$ cat src/core/dlis_pkg.sv
// Purpose: shared constants and helpers for the delay line interrupt store
// Assumes: one 50 MHz clock; the line rate is a fractional enable pulse
// Notes: slot, channel and register numbering is fixed here and nowhere else
//
// Summary of operation
// - One circulation lasts 42 bit times, 81.9 us
// - Circulation splits into phase A, B, C words
// - Four 512 kHz channels interleave at 2.048 MHz
// - Channels 1-4 written at Z, W, X, Y
// - Transfers use phase B and C only
// - Real time in ch4 phase A, read in B
// - Velocity duplexed; first sensor B, partner C
// - Real time voted each circulation; velocity not
// - Real time steps 246.1 us; velocity 0.05 m/s
// - Two phase B countdowns every 492.2 us, interrupt
// - Computer loads time-to-go to start countdown
// - Ch3 phase A counts 10 circulations for converter
// - Twelve slots latched in ch1 phase C
// - Uninhibited stored bits ORed onto interrupt line
// - Computer sets acknowledge, clears stored bit
// - Source must drop and return to re-interrupt
// - Sources stay active at least 84 us
// - Ch3 phase C bits inhibit, storage kept
// - Ch1 read, ch2 write; three bits reversible
// - Handler reads storage, later resets causing bit
// - Nine external sources, three internal ones
package dlis_pkg;
	localparam int WORD_BITS = 14;
	localparam int NUM_CH = 4;
	localparam int NUM_PH = 3;
	localparam int NUM_LINES = 3;
	localparam int BIT_TIMES = NUM_PH * WORD_BITS;
	localparam int CIRC_POS = BIT_TIMES * NUM_CH;
	localparam int CLK_HZ = 50000000;
	localparam int LINE_HZ = 2048000;
	localparam int DIV_W = 26;
	localparam logic [DIV_W-1:0] DIV_STEP = DIV_W'(LINE_HZ);
	localparam logic [DIV_W-1:0] DIV_WRAP = DIV_W'(CLK_HZ - LINE_HZ);
	localparam logic [3:0] LAST_BIT = 4'(WORD_BITS - 1);
	// Times in ns; circulation counts are rounded to the nearest whole circulation
	localparam int CIRC_NS = 81900;
	localparam int RT_STEP_NS = 246100;
	localparam int CD_STEP_NS = 492200;
	localparam logic [3:0] RT_CIRCS = 4'((RT_STEP_NS + CIRC_NS / 2) / CIRC_NS);
	localparam logic [3:0] CD_CIRCS = 4'((CD_STEP_NS + CIRC_NS / 2) / CIRC_NS);
	localparam int DAC_CIRCS = 10;
	localparam logic [WORD_BITS-1:0] DAC_LAST = WORD_BITS'(DAC_CIRCS - 1);
	// Channel indices: Z, W, X, Y clock times
	localparam logic [1:0] CH_RD = 2'h0;
	localparam logic [1:0] CH_WR = 2'h1;
	localparam logic [1:0] CH_X = 2'h2;
	localparam logic [1:0] CH_Y = 2'h3;
	localparam logic [1:0] PH_A = 2'h0;
	localparam logic [1:0] PH_B = 2'h1;
	localparam logic [1:0] PH_C = 2'h2;
	// Interrupt slots
	localparam int EXT_SRC = 9;
	localparam int NUM_SLOTS = 12;
	localparam int INT_SRC = NUM_SLOTS - EXT_SRC;
	localparam int PEND_SW = 0;
	localparam int PEND_ML = 1;
	localparam int PEND_DAC = 2;
	localparam logic [WORD_BITS-1:0] REV_MASK = 14'h0007;
	localparam logic [WORD_BITS-1:0] WORD_ONE = 14'h0001;
	// Velocity sensors: 0 Z1, 1 X1, 2 Y1, 3 X2, 4 Y2, 5 Z2
	localparam int VEL_SENS = 6;
	localparam int VEL_PEND_W = 4;
	// Host register byte offsets and fields
	localparam logic [3:0] HREG_WDATA = 4'h0;
	localparam logic [3:0] HREG_CMD = 4'h4;
	localparam logic [3:0] HREG_STAT = 4'h8;
	localparam logic [3:0] HREG_RDATA = 4'hc;
	localparam int CMD_WR = 0;
	localparam int CMD_CH = 1;
	localparam int CMD_PH = 3;
	localparam int CMD_LN = 5;
	localparam int ST_BUSY = 0;
	localparam int ST_ERR = 1;
	localparam int ST_IRQ = 2;

	// Bitwise two-of-three vote
	function automatic logic [WORD_BITS-1:0] dlis_maj3(
		input logic [WORD_BITS-1:0] a,
		input logic [WORD_BITS-1:0] b,
		input logic [WORD_BITS-1:0] c);
		dlis_maj3 = (a & b) | (a & c) | (b & c);
	endfunction : dlis_maj3
endpackage : dlis_pkg

$ cat src/core/dlis_link_if.sv
// Purpose: word transfer link between computer end and data adapter end
// Assumes: both ends on the same clock
// Notes: a request is held until done or err pulses
interface dlis_link_if;
	logic req;
	logic wr;
	logic [1:0] ch;
	logic [1:0] ph;
	logic [1:0] line;
	logic [13:0] wdata;
	logic done;
	logic err;
	logic [13:0] rdata;
	logic irq;
	modport dev (input req, wr, ch, ph, line, wdata, output done, err, rdata, irq);
	modport host (output req, wr, ch, ph, line, wdata, input done, err, rdata, irq);
endinterface : dlis_link_if

$ cat src/core/dlis_device.sv
// Purpose: triple delay line store with interrupt, countdown and accumulation words
// Assumes: ext_irq, vel_pulse and vel_up are asynchronous pins
// Notes: each line is kept word-wise and rewritten as its word passes the tap
//
// Decided for this implementation: the strobed register port and the address map.
module dlis_device (
	input wire logic clk,
	input wire logic rstn,
	dlis_link_if.dev link,
	input wire logic [dlis_pkg::EXT_SRC-1:0] ext_irq,
	input wire logic [dlis_pkg::VEL_SENS-1:0] vel_pulse,
	input wire logic [dlis_pkg::VEL_SENS-1:0] vel_up,
	output logic dac_tick
);
	import dlis_pkg::*;

	logic [DIV_W-1:0] div_acc;
	logic line_en;
	logic [1:0] ct;
	logic [3:0] bit_ct;
	logic [1:0] ph;
	logic tap;
	logic circ_end;
	logic [WORD_BITS-1:0] dl [NUM_LINES][NUM_CH][NUM_PH];
	logic [WORD_BITS-1:0] nw [NUM_LINES];
	logic [WORD_BITS-1:0] cur_v;
	logic [WORD_BITS-1:0] st_v;
	logic [WORD_BITS-1:0] inh_v;
	logic [WORD_BITS-1:0] clr;
	logic [EXT_SRC-1:0] ext_m;
	logic [EXT_SRC-1:0] ext_s;
	logic [VEL_SENS-1:0] vp_m;
	logic [VEL_SENS-1:0] vp_s;
	logic [VEL_SENS-1:0] vp_d;
	logic [VEL_SENS-1:0] vu_m;
	logic [VEL_SENS-1:0] vu_s;
	logic signed [VEL_PEND_W-1:0] vel_pend [VEL_SENS];
	logic [INT_SRC-1:0] int_pend;
	logic [INT_SRC-1:0] next_ev;
	logic [NUM_SLOTS-1:0] src;
	logic [NUM_SLOTS-1:0] prev_src;
	logic [3:0] rt_cnt;
	logic [3:0] cd_cnt;
	logic rt_due;
	logic cd_due;
	logic [WORD_BITS-1:0] rt_latch;
	logic is_rt_rd;
	logic bad;
	logic [1:0] tgt_ph;
	logic hit;
	logic wr_hit;

	// Fractional divider: 2.048 MHz enable from 50 MHz, jitter of one clk
	always_ff @(posedge clk) begin
		if (!rstn) begin
			div_acc <= '0;
			line_en <= 1'b0;
		end else if (div_acc >= DIV_WRAP) begin
			div_acc <= div_acc - DIV_WRAP;
			line_en <= 1'b1;
		end else begin
			div_acc <= div_acc + DIV_STEP;
			line_en <= 1'b0;
		end
	end

	// Clock time inside bit, bit inside word, word phase
	always_ff @(posedge clk) begin
		if (!rstn) begin
			ct <= CH_RD;
			bit_ct <= '0;
			ph <= PH_A;
		end else if (line_en) begin
			ct <= ct + 2'h1;
			if (ct == CH_Y) begin
				if (bit_ct == LAST_BIT) begin
					bit_ct <= '0;
					ph <= (ph == PH_C) ? PH_A : ph + 2'h1;
				end else begin
					bit_ct <= bit_ct + 4'h1;
				end
			end
		end
	end

	assign tap = line_en && (bit_ct == LAST_BIT);
	assign circ_end = tap && (ph == PH_C) && (ct == CH_Y);
	assign cur_v = dlis_maj3(dl[0][ct][ph], dl[1][ct][ph], dl[2][ct][ph]);
	assign st_v = dlis_maj3(dl[0][CH_RD][PH_C], dl[1][CH_RD][PH_C], dl[2][CH_RD][PH_C]);
	assign inh_v = dlis_maj3(dl[0][CH_X][PH_C], dl[1][CH_X][PH_C], dl[2][CH_X][PH_C]);
	assign src = {int_pend, ext_s};

	// Request decode; a phase A real-time read is served at the phase B word
	assign is_rt_rd = !link.wr && (link.ch == CH_Y) && (link.ph == PH_A);
	assign tgt_ph = is_rt_rd ? PH_B : link.ph;
	assign bad = (link.ph == PH_A && !is_rt_rd) || (link.ph > PH_C)
		|| (link.wr && link.ch == CH_Y) || (link.line >= 2'(NUM_LINES));
	assign hit = tap && link.req && !bad && (link.ch == ct) && (tgt_ph == ph);
	assign wr_hit = hit && link.wr;

	// Next value of the word passing the tap, for every line
	always_comb begin
		clr = '0;
		next_ev = '0;
		for (int l = 0; l < NUM_LINES; l++) begin
			nw[l] = cur_v;
		end
		case (ct)
			CH_RD: begin
				if (ph == PH_C) begin
					if (wr_hit) begin
						clr = link.wdata;
					end
					for (int l = 0; l < NUM_LINES; l++) begin
						// New edges win over a clear in the same pass
						nw[l] = (cur_v & ~clr) | WORD_BITS'(src & ~prev_src);
					end
				end else if (wr_hit) begin
					for (int l = 0; l < NUM_LINES; l++) begin
						nw[l] = link.wdata & REV_MASK;
					end
				end
			end
			CH_WR, CH_X: begin
				if (ph == PH_A && ct == CH_X) begin
					for (int l = 0; l < NUM_LINES; l++) begin
						nw[l] = (cur_v >= DAC_LAST) ? '0 : cur_v + WORD_ONE;
					end
					next_ev[PEND_DAC] = (cur_v >= DAC_LAST);
				end else if (wr_hit) begin
					for (int l = 0; l < NUM_LINES; l++) begin
						nw[l] = link.wdata;
					end
				end else if (ph == PH_B && cd_due && cur_v != '0) begin
					for (int l = 0; l < NUM_LINES; l++) begin
						nw[l] = cur_v - WORD_ONE;
					end
					// Counter parks at zero until reloaded
					next_ev[(ct == CH_X) ? PEND_ML : PEND_SW] = (cur_v == WORD_ONE);
				end
			end
			CH_Y: begin
				if (ph == PH_A) begin
					for (int l = 0; l < NUM_LINES; l++) begin
						nw[l] = rt_due ? cur_v + WORD_ONE : cur_v;
					end
				end else begin
					// Duplexed words are never voted
					for (int l = 0; l < NUM_LINES; l++) begin
						nw[l] = dl[l][ct][ph]
							+ WORD_BITS'(vel_pend[(ph == PH_B) ? l : l + NUM_LINES]);
					end
				end
			end
			default: begin
				clr = '0;
			end
		endcase
	end

	// Circulating store, rewritten at the tap
	always_ff @(posedge clk) begin
		if (!rstn) begin
			for (int l = 0; l < NUM_LINES; l++) begin
				for (int c = 0; c < NUM_CH; c++) begin
					for (int p = 0; p < NUM_PH; p++) begin
						dl[l][c][p] <= '0;
					end
				end
			end
		end else if (tap) begin
			for (int l = 0; l < NUM_LINES; l++) begin
				dl[l][ct][ph] <= nw[l];
			end
		end
	end

	// Circulation dividers for real-time and countdown steps
	always_ff @(posedge clk) begin
		if (!rstn) begin
			rt_cnt <= '0;
			cd_cnt <= '0;
			rt_due <= 1'b0;
			cd_due <= 1'b0;
		end else begin
			if (circ_end) begin
				rt_cnt <= (rt_cnt == RT_CIRCS - 4'h1) ? '0 : rt_cnt + 4'h1;
				cd_cnt <= (cd_cnt == CD_CIRCS - 4'h1) ? '0 : cd_cnt + 4'h1;
			end
			if (circ_end && rt_cnt == RT_CIRCS - 4'h1) begin
				rt_due <= 1'b1;
			end else if (tap && ct == CH_Y && ph == PH_A) begin
				rt_due <= 1'b0;
			end
			if (circ_end && cd_cnt == CD_CIRCS - 4'h1) begin
				cd_due <= 1'b1;
			end else if (tap && ct == CH_X && ph == PH_B) begin
				cd_due <= 1'b0;
			end
		end
	end

	// Internal events wait for the storage word; a new event beats the clear
	always_ff @(posedge clk) begin
		if (!rstn) begin
			int_pend <= '0;
			prev_src <= '0;
		end else begin
			if (tap && ct == CH_RD && ph == PH_C) begin
				int_pend <= next_ev;
				prev_src <= src;
			end else begin
				int_pend <= int_pend | next_ev;
			end
		end
	end

	// Pin synchronisers; third stage feeds the velocity edge detector
	always_ff @(posedge clk) begin
		if (!rstn) begin
			ext_m <= '0;
			ext_s <= '0;
			vp_m <= '0;
			vp_s <= '0;
			vp_d <= '0;
			vu_m <= '0;
			vu_s <= '0;
		end else begin
			ext_m <= ext_irq;
			ext_s <= ext_m;
			vp_m <= vel_pulse;
			vp_s <= vp_m;
			vp_d <= vp_s;
			vu_m <= vel_up;
			vu_s <= vu_m;
		end
	end

	// Velocity counts gathered between taps; width limits burst between passes
	generate
		for (genvar s = 0; s < VEL_SENS; s++) begin : g_vel
			logic signed [VEL_PEND_W-1:0] step;
			logic taken;
			assign step = (vp_s[s] && !vp_d[s]) ? (vu_s[s] ? 4'sh1 : -4'sh1) : 4'sh0;
			assign taken = tap && ct == CH_Y && ph == ((s < NUM_LINES) ? PH_B : PH_C);
			always_ff @(posedge clk) begin
				if (!rstn) begin
					vel_pend[s] <= '0;
				end else if (taken) begin
					vel_pend[s] <= step;
				end else begin
					vel_pend[s] <= vel_pend[s] + step;
				end
			end
		end
	endgenerate

	// Link answers and interrupt line
	always_ff @(posedge clk) begin
		if (!rstn) begin
			link.done <= 1'b0;
			link.err <= 1'b0;
			link.rdata <= '0;
			link.irq <= 1'b0;
			rt_latch <= '0;
			dac_tick <= 1'b0;
		end else begin
			link.done <= hit;
			link.err <= link.req && bad && !link.err;
			link.irq <= |((st_v & ~inh_v) & WORD_BITS'({NUM_SLOTS{1'b1}}));
			dac_tick <= tap && next_ev[PEND_DAC];
			if (tap && ct == CH_Y && ph == PH_A) begin
				rt_latch <= cur_v;
			end
			if (hit && !link.wr) begin
				if (ct == CH_Y) begin
					link.rdata <= is_rt_rd ? rt_latch : dl[link.line][ct][ph];
				end else if (ct == CH_RD) begin
					link.rdata <= cur_v;
				end else begin
					link.rdata <= cur_v & REV_MASK;
				end
			end
		end
	end
endmodule : dlis_device

$ cat src/flat_wrapper.sv
// flat-port wrapper written by rule: the top's interface ports become plain ports
module dlis_device_flat import dlis_pkg::*;
  (clk, rstn, ext_irq, vel_pulse, vel_up, dac_tick, link_req, link_wr, link_ch, link_ph, link_line, link_wdata, link_done, link_err, link_rdata, link_irq);
  dlis_link_if link_i ();
  input wire logic clk;
  input wire logic rstn;
  input wire logic [dlis_pkg::EXT_SRC-1:0] ext_irq;
  input wire logic [dlis_pkg::VEL_SENS-1:0] vel_pulse;
  input wire logic [dlis_pkg::VEL_SENS-1:0] vel_up;
  output logic dac_tick;
  input wire logic [$bits(link_i.req)-1:0] link_req;
  input wire logic [$bits(link_i.wr)-1:0] link_wr;
  input wire logic [$bits(link_i.ch)-1:0] link_ch;
  input wire logic [$bits(link_i.ph)-1:0] link_ph;
  input wire logic [$bits(link_i.line)-1:0] link_line;
  input wire logic [$bits(link_i.wdata)-1:0] link_wdata;
  output wire logic [$bits(link_i.done)-1:0] link_done;
  output wire logic [$bits(link_i.err)-1:0] link_err;
  output wire logic [$bits(link_i.rdata)-1:0] link_rdata;
  output wire logic [$bits(link_i.irq)-1:0] link_irq;
  assign link_i.req = link_req;
  assign link_i.wr = link_wr;
  assign link_i.ch = link_ch;
  assign link_i.ph = link_ph;
  assign link_i.line = link_line;
  assign link_i.wdata = link_wdata;
  assign link_done = link_i.done;
  assign link_err = link_i.err;
  assign link_rdata = link_i.rdata;
  assign link_irq = link_i.irq;
  dlis_device u_core (.clk(clk), .rstn(rstn), .link(link_i), .ext_irq(ext_irq), .vel_pulse(vel_pulse), .vel_up(vel_up), .dac_tick(dac_tick));
endmodule
$ cat config.mk
export PLATFORM = sky130hd
export DESIGN_NAME = dlis_device_flat
export DESIGN_NICKNAME = d
export VERILOG_FILES = /design/src/core/dlis_pkg.sv /design/src/core/dlis_link_if.sv /design/src/core/dlis_device.sv /design/src/flat_wrapper.sv
export SDC_FILE = /design/constraint.sdc
export NUM_CORES = 1
export LEC_CHECK = 0
export BUFFER_PORTS_ARGS = -buffer_cell sky130_fd_sc_hd__clkbuf_2
export CAP_MARGIN = 20
export CORE_UTILIZATION = 35
export DETAILED_ROUTE_END_ITERATION = 16
export MAX_ROUTING_LAYER = met4
export PLACE_DENSITY = 0.56
export SKIP_LAST_GASP = 1
export SYNTH_ARGS = -nofsm -noshare
export SYNTH_HDL_FRONTEND = slang
export SYNTH_SLANG_ARGS = --single-unit
$ cat constraint.sdc
create_clock -name clk -period 4.48 [get_ports clk]
set_input_delay 0.672 -clock clk [delete_from_list [all_inputs] [get_ports clk]]
set_output_delay 0.672 -clock clk [all_outputs]
set_load 0.03 [all_outputs]
==> flow_metrics.py <==
metrics = {
    "routing": {
        "drc": 1,
        "drt_pass1_iterations": 12,
        "antenna_left": 0,
        "vias": 29300,
        "post_drt_via_cell_ratio": 5.65,
        "wl_per_cell_microns": 24.3,
        "drt_iter0_drc": 2812,
        "drt_wl_total_microns": 126000,
    },
    "synth": {
        "synthCells": 3531,
        "synthTopCellsByArea": "edfxtp_1 (42%), mux4_2 (9.7%), dfxtp_1 (7.0%), mux2i_1 (5.9%), nor2_1 (5.9%)",
        "synth_top_area_frac": 0.419,
        "synth_flop_cell": "edfxtp_1",
        "synth_edf_count": 528,
        "ys_seq_area_frac": 0.490,
        "synth_common_cells": "nor2_1 (597), edfxtp_1 (528), nand2_1 (370)",
        "async_flop_share": 0,
        "ys_ff_latch": 661,
        "ys_warn_count": 0,
        "ys_types": 94,
        "synth.largest_area_cell": "edfxtp_1",
        "yosysMostFrequentCell": "nor2_1",
        "synth.cell_area_sq_mm": 0.0378,
        "syn_avg_cell_area_sq_um": 10.7,
    },
    "timing": {
        "setup_slack_ns": 0.0449,
        "slew_headroom": 0.337,
        "hold_viol_final": 0,
        "fin_crit_ns": 4.44,
        "setup_viol": 0,
        "rsz0062_at_grt": "yes",
        "maxSlewViolCount": 0,
        "timing_worst_slew_pin_value_ns": 0.985,
        "finClkSkew_ns": 0.0267,
        "timing.final.crit_share": 0.990,
        "fmax_mhz": 225,
    },
    "clocking": {
        "htreeDepth": 3,
        "cts_num_sinks": 661,
        "cts.clk_slew.worst_paths_ns": 0.06,
        "cts_buffer_depth": 3,
        "cts_inserted_buffers": 76,
        "cts_tree": "done",
        "worstSkewPairLatency_ns": 0.65,
        "root_buffer": "clkbuf_16",
        "postCtsHoldBufs": 0,
    },
    "floorplanning": {
        "fp-row-count": 120,
        "core_sq_mm": 0.107,
        "die_w_microns": 331,
        "die_area_sq_mm": 0.109,
        "boundaryPins": 63,
        "fp.dieH_microns": 331,
        "start_util": 0.353,
    },
    "power_and_ir_drop": {
        "total_power_mw": 14.8,
        "p_seq_frac": 0.473,
        "combPwrFrac": 0.104,
        "p_int_mw": 11.1,
        "p_per_area_mw_per_mm2": 332,
        "ir_drop_mv": 0.216,
        "p_leak_nw": 16.3,
        "p_switching_mw": 3.68,
        "p_clk_frac": 0.423,
        "p_sw_frac": 0.249,
    },
    "final_layout": {
        "fill_cells": 10300,
        "nNetsFinal": 3841,
        "utilization": 0.416,
        "final_cells": 5182,
        "layout-drive-gt1-share": 0.210,
        "synthToLayoutAreaGrowth_pct": 17.8,
    },
    "setup_path": {
        "crit_fanout": 12,
        "critical_path_arrival_ns": 4.80,
        "critPathCaptureType": "flip-flop",
        "crit_path_start_kind": "flip-flop",
        "worstSetupPathType": "flip-flop to flip-flop",
        "startpoint": "u_core.ct[0]",
        "critPathRequiredTime_ns": 4.84,
        "rr_startpoint": "u_core.ct[0]",
    },
    "placed_design": {
        "hpwl_microns": 85100,
        "port_buffers": 62,
        "globalplace.congestion": 0.964,
        "dp_slack_ns": -0.185,
        "place_inst": 5013,
    },
    "grt": {
        "antenna_found_initial": 4,
        "grt_pass1_wl_microns": 186000,
        "grt_max_degree": 158,
        "track_usage": 0.235,
        "grt_remaining_overflow": 0,
        "grt_pass1_vias": 28400,
    },
    "job": {
        "maxCapViolations": 0,
    },
    "run_status": {
        "status": "finished with violations",
        "violations": "DRC",
    },
    "hold_path": {
        "min-delay-start": "vel_pulse[5]",
        "hp-class": "input pin to flip-flop",
    },
}
-- final timing paths --
| path | to | slack [ns] | cells past startpoint |
|---|---|---|---|
| setup / recovery | u_core.dl[0][165] | 0.04 | 13 |
| hold / removal | u_core.vp_m[5] | 0.23 | 2 |
| setup reg to reg | u_core.dl[0][165] | 0.04 | 13 |
| hold reg to reg | u_core.vp_s[0] | 0.43 | 1 |
-- repair_timing --
action / CTS / global route
resized for setup: 32 / 78
endpoints found under the hold margin: 0 / 0
pin swaps: 7 / 25
buffers inserted: 4 / 18
endpoints found under the setup margin: 369 / 456
gates cloned: 4 / 4
-- layout by cell type, fill, tap and decap left out, drive strengths merged, types with 69 or more instances in the layout --
master / n
nor2: 608
edfxtp: 528
nand2: 371
buf: 284
o21ai: 249
mux2i: 224
mux4: 163
clkbuf: 163
a21oi: 139
dfxtp: 133
nor3: 79
ha: 69
inv: 69
-- sequential cells by signal (all words and copies together) (netlist names), 4 cells and up --
| signal | count |
|---|---|
| u_core.div_acc | 19 |
| u_core.bit_ct | 4 |
| u_core.rt_latch | 14 |
| u_core.vp_s | 6 |
| u_core.ext_m | 9 |
| u_core.rt_cnt | 4 |
| u_core.dl | 504 |
| u_core.vel_pend | 24 |
| u_core.vp_m | 6 |
| u_core.cd_cnt | 4 |
| u_core.vp_d | 6 |
| u_core.prev_src | 12 |
| u_core.link.rdata | 14 |
| u_core.ext_s | 9 |
| u_core.vu_m | 6 |
| u_core.vu_s | 6 |
-- cell type report --
class	instances	area (sq um)	share of cell area
sequential	661	18500	0.416
timing repair buffer	348	3130	0.0703
antenna	1	2.50	0.0000562
clock buffer	101	2140	0.0481
multi-input combinational	2564	18400	0.413
inverter	67	254	0.00570
clock inverter	37	338	0.00759
tap	1403	1760	0.0394
-- cell families after synthesis --
group,share of synthesized area
AO/OA/AOI/OAI,0.0978
AND/OR/NAND/NOR,0.162
flip-flops,0.490
other,0.0000992
XOR/XNOR,0.0192
multiplexers,0.162
adder cells (fa/ha/maj),0.0321
buffers and inverters,0.0370
-- power groups by stage --
stage               Combinational, mW  Clock (mW)  Sequential, mW
floorplan                       0.949           0            7.06
global placement                 1.47           0            7.11
detailed placement               1.48           0            7.12
CTS                              1.50        6.36            6.99
global route                     1.66        6.59            7.01
finish                           1.55        6.25            6.99
-- per-layer routing --
layer / share of wire / track usage / up-vias
met5: 0 / - / -
met4: 0.032 / 0.0763 / 0
met3: 0.077 / 0.0345 / 222
met2: 0.46 / 0.366 / 1197
met1: 0.43 / 0.315 / 14600
li1: - / - / 13200
-- worst max-delay path, stage by stage (launching register included) --
cell and delay [ns]:
dfxtp_4 0.43, buf_8 0.18, buf_4 0.17, buf_8 0.19
mux4_2 0.55, mux2i_1 0.17, o21ai_1 0.19, maj3_2 0.44
buf_4 0.21, a21oi_1 0.31, o21ai_0 0.39, a2111oi_4 0.63
buf_6 0.22, nor3_1 0.05
-- metrics by stage --
stage / hold WS (ns) / TNS (ns) / instance area (sq um)
after detailed placement: 0.420 / -17.65 / 41400
after global routing: 0.207 / -4.08 / 44500
after global placement: 0.414 / -14.27 / 41400
final: 0.225 / 0 / 44500
after floorplan: 0.412 / 0 / 37900
after CTS: 0.192 / -0.515 / 44000
(Power assumes the default switching activity.)
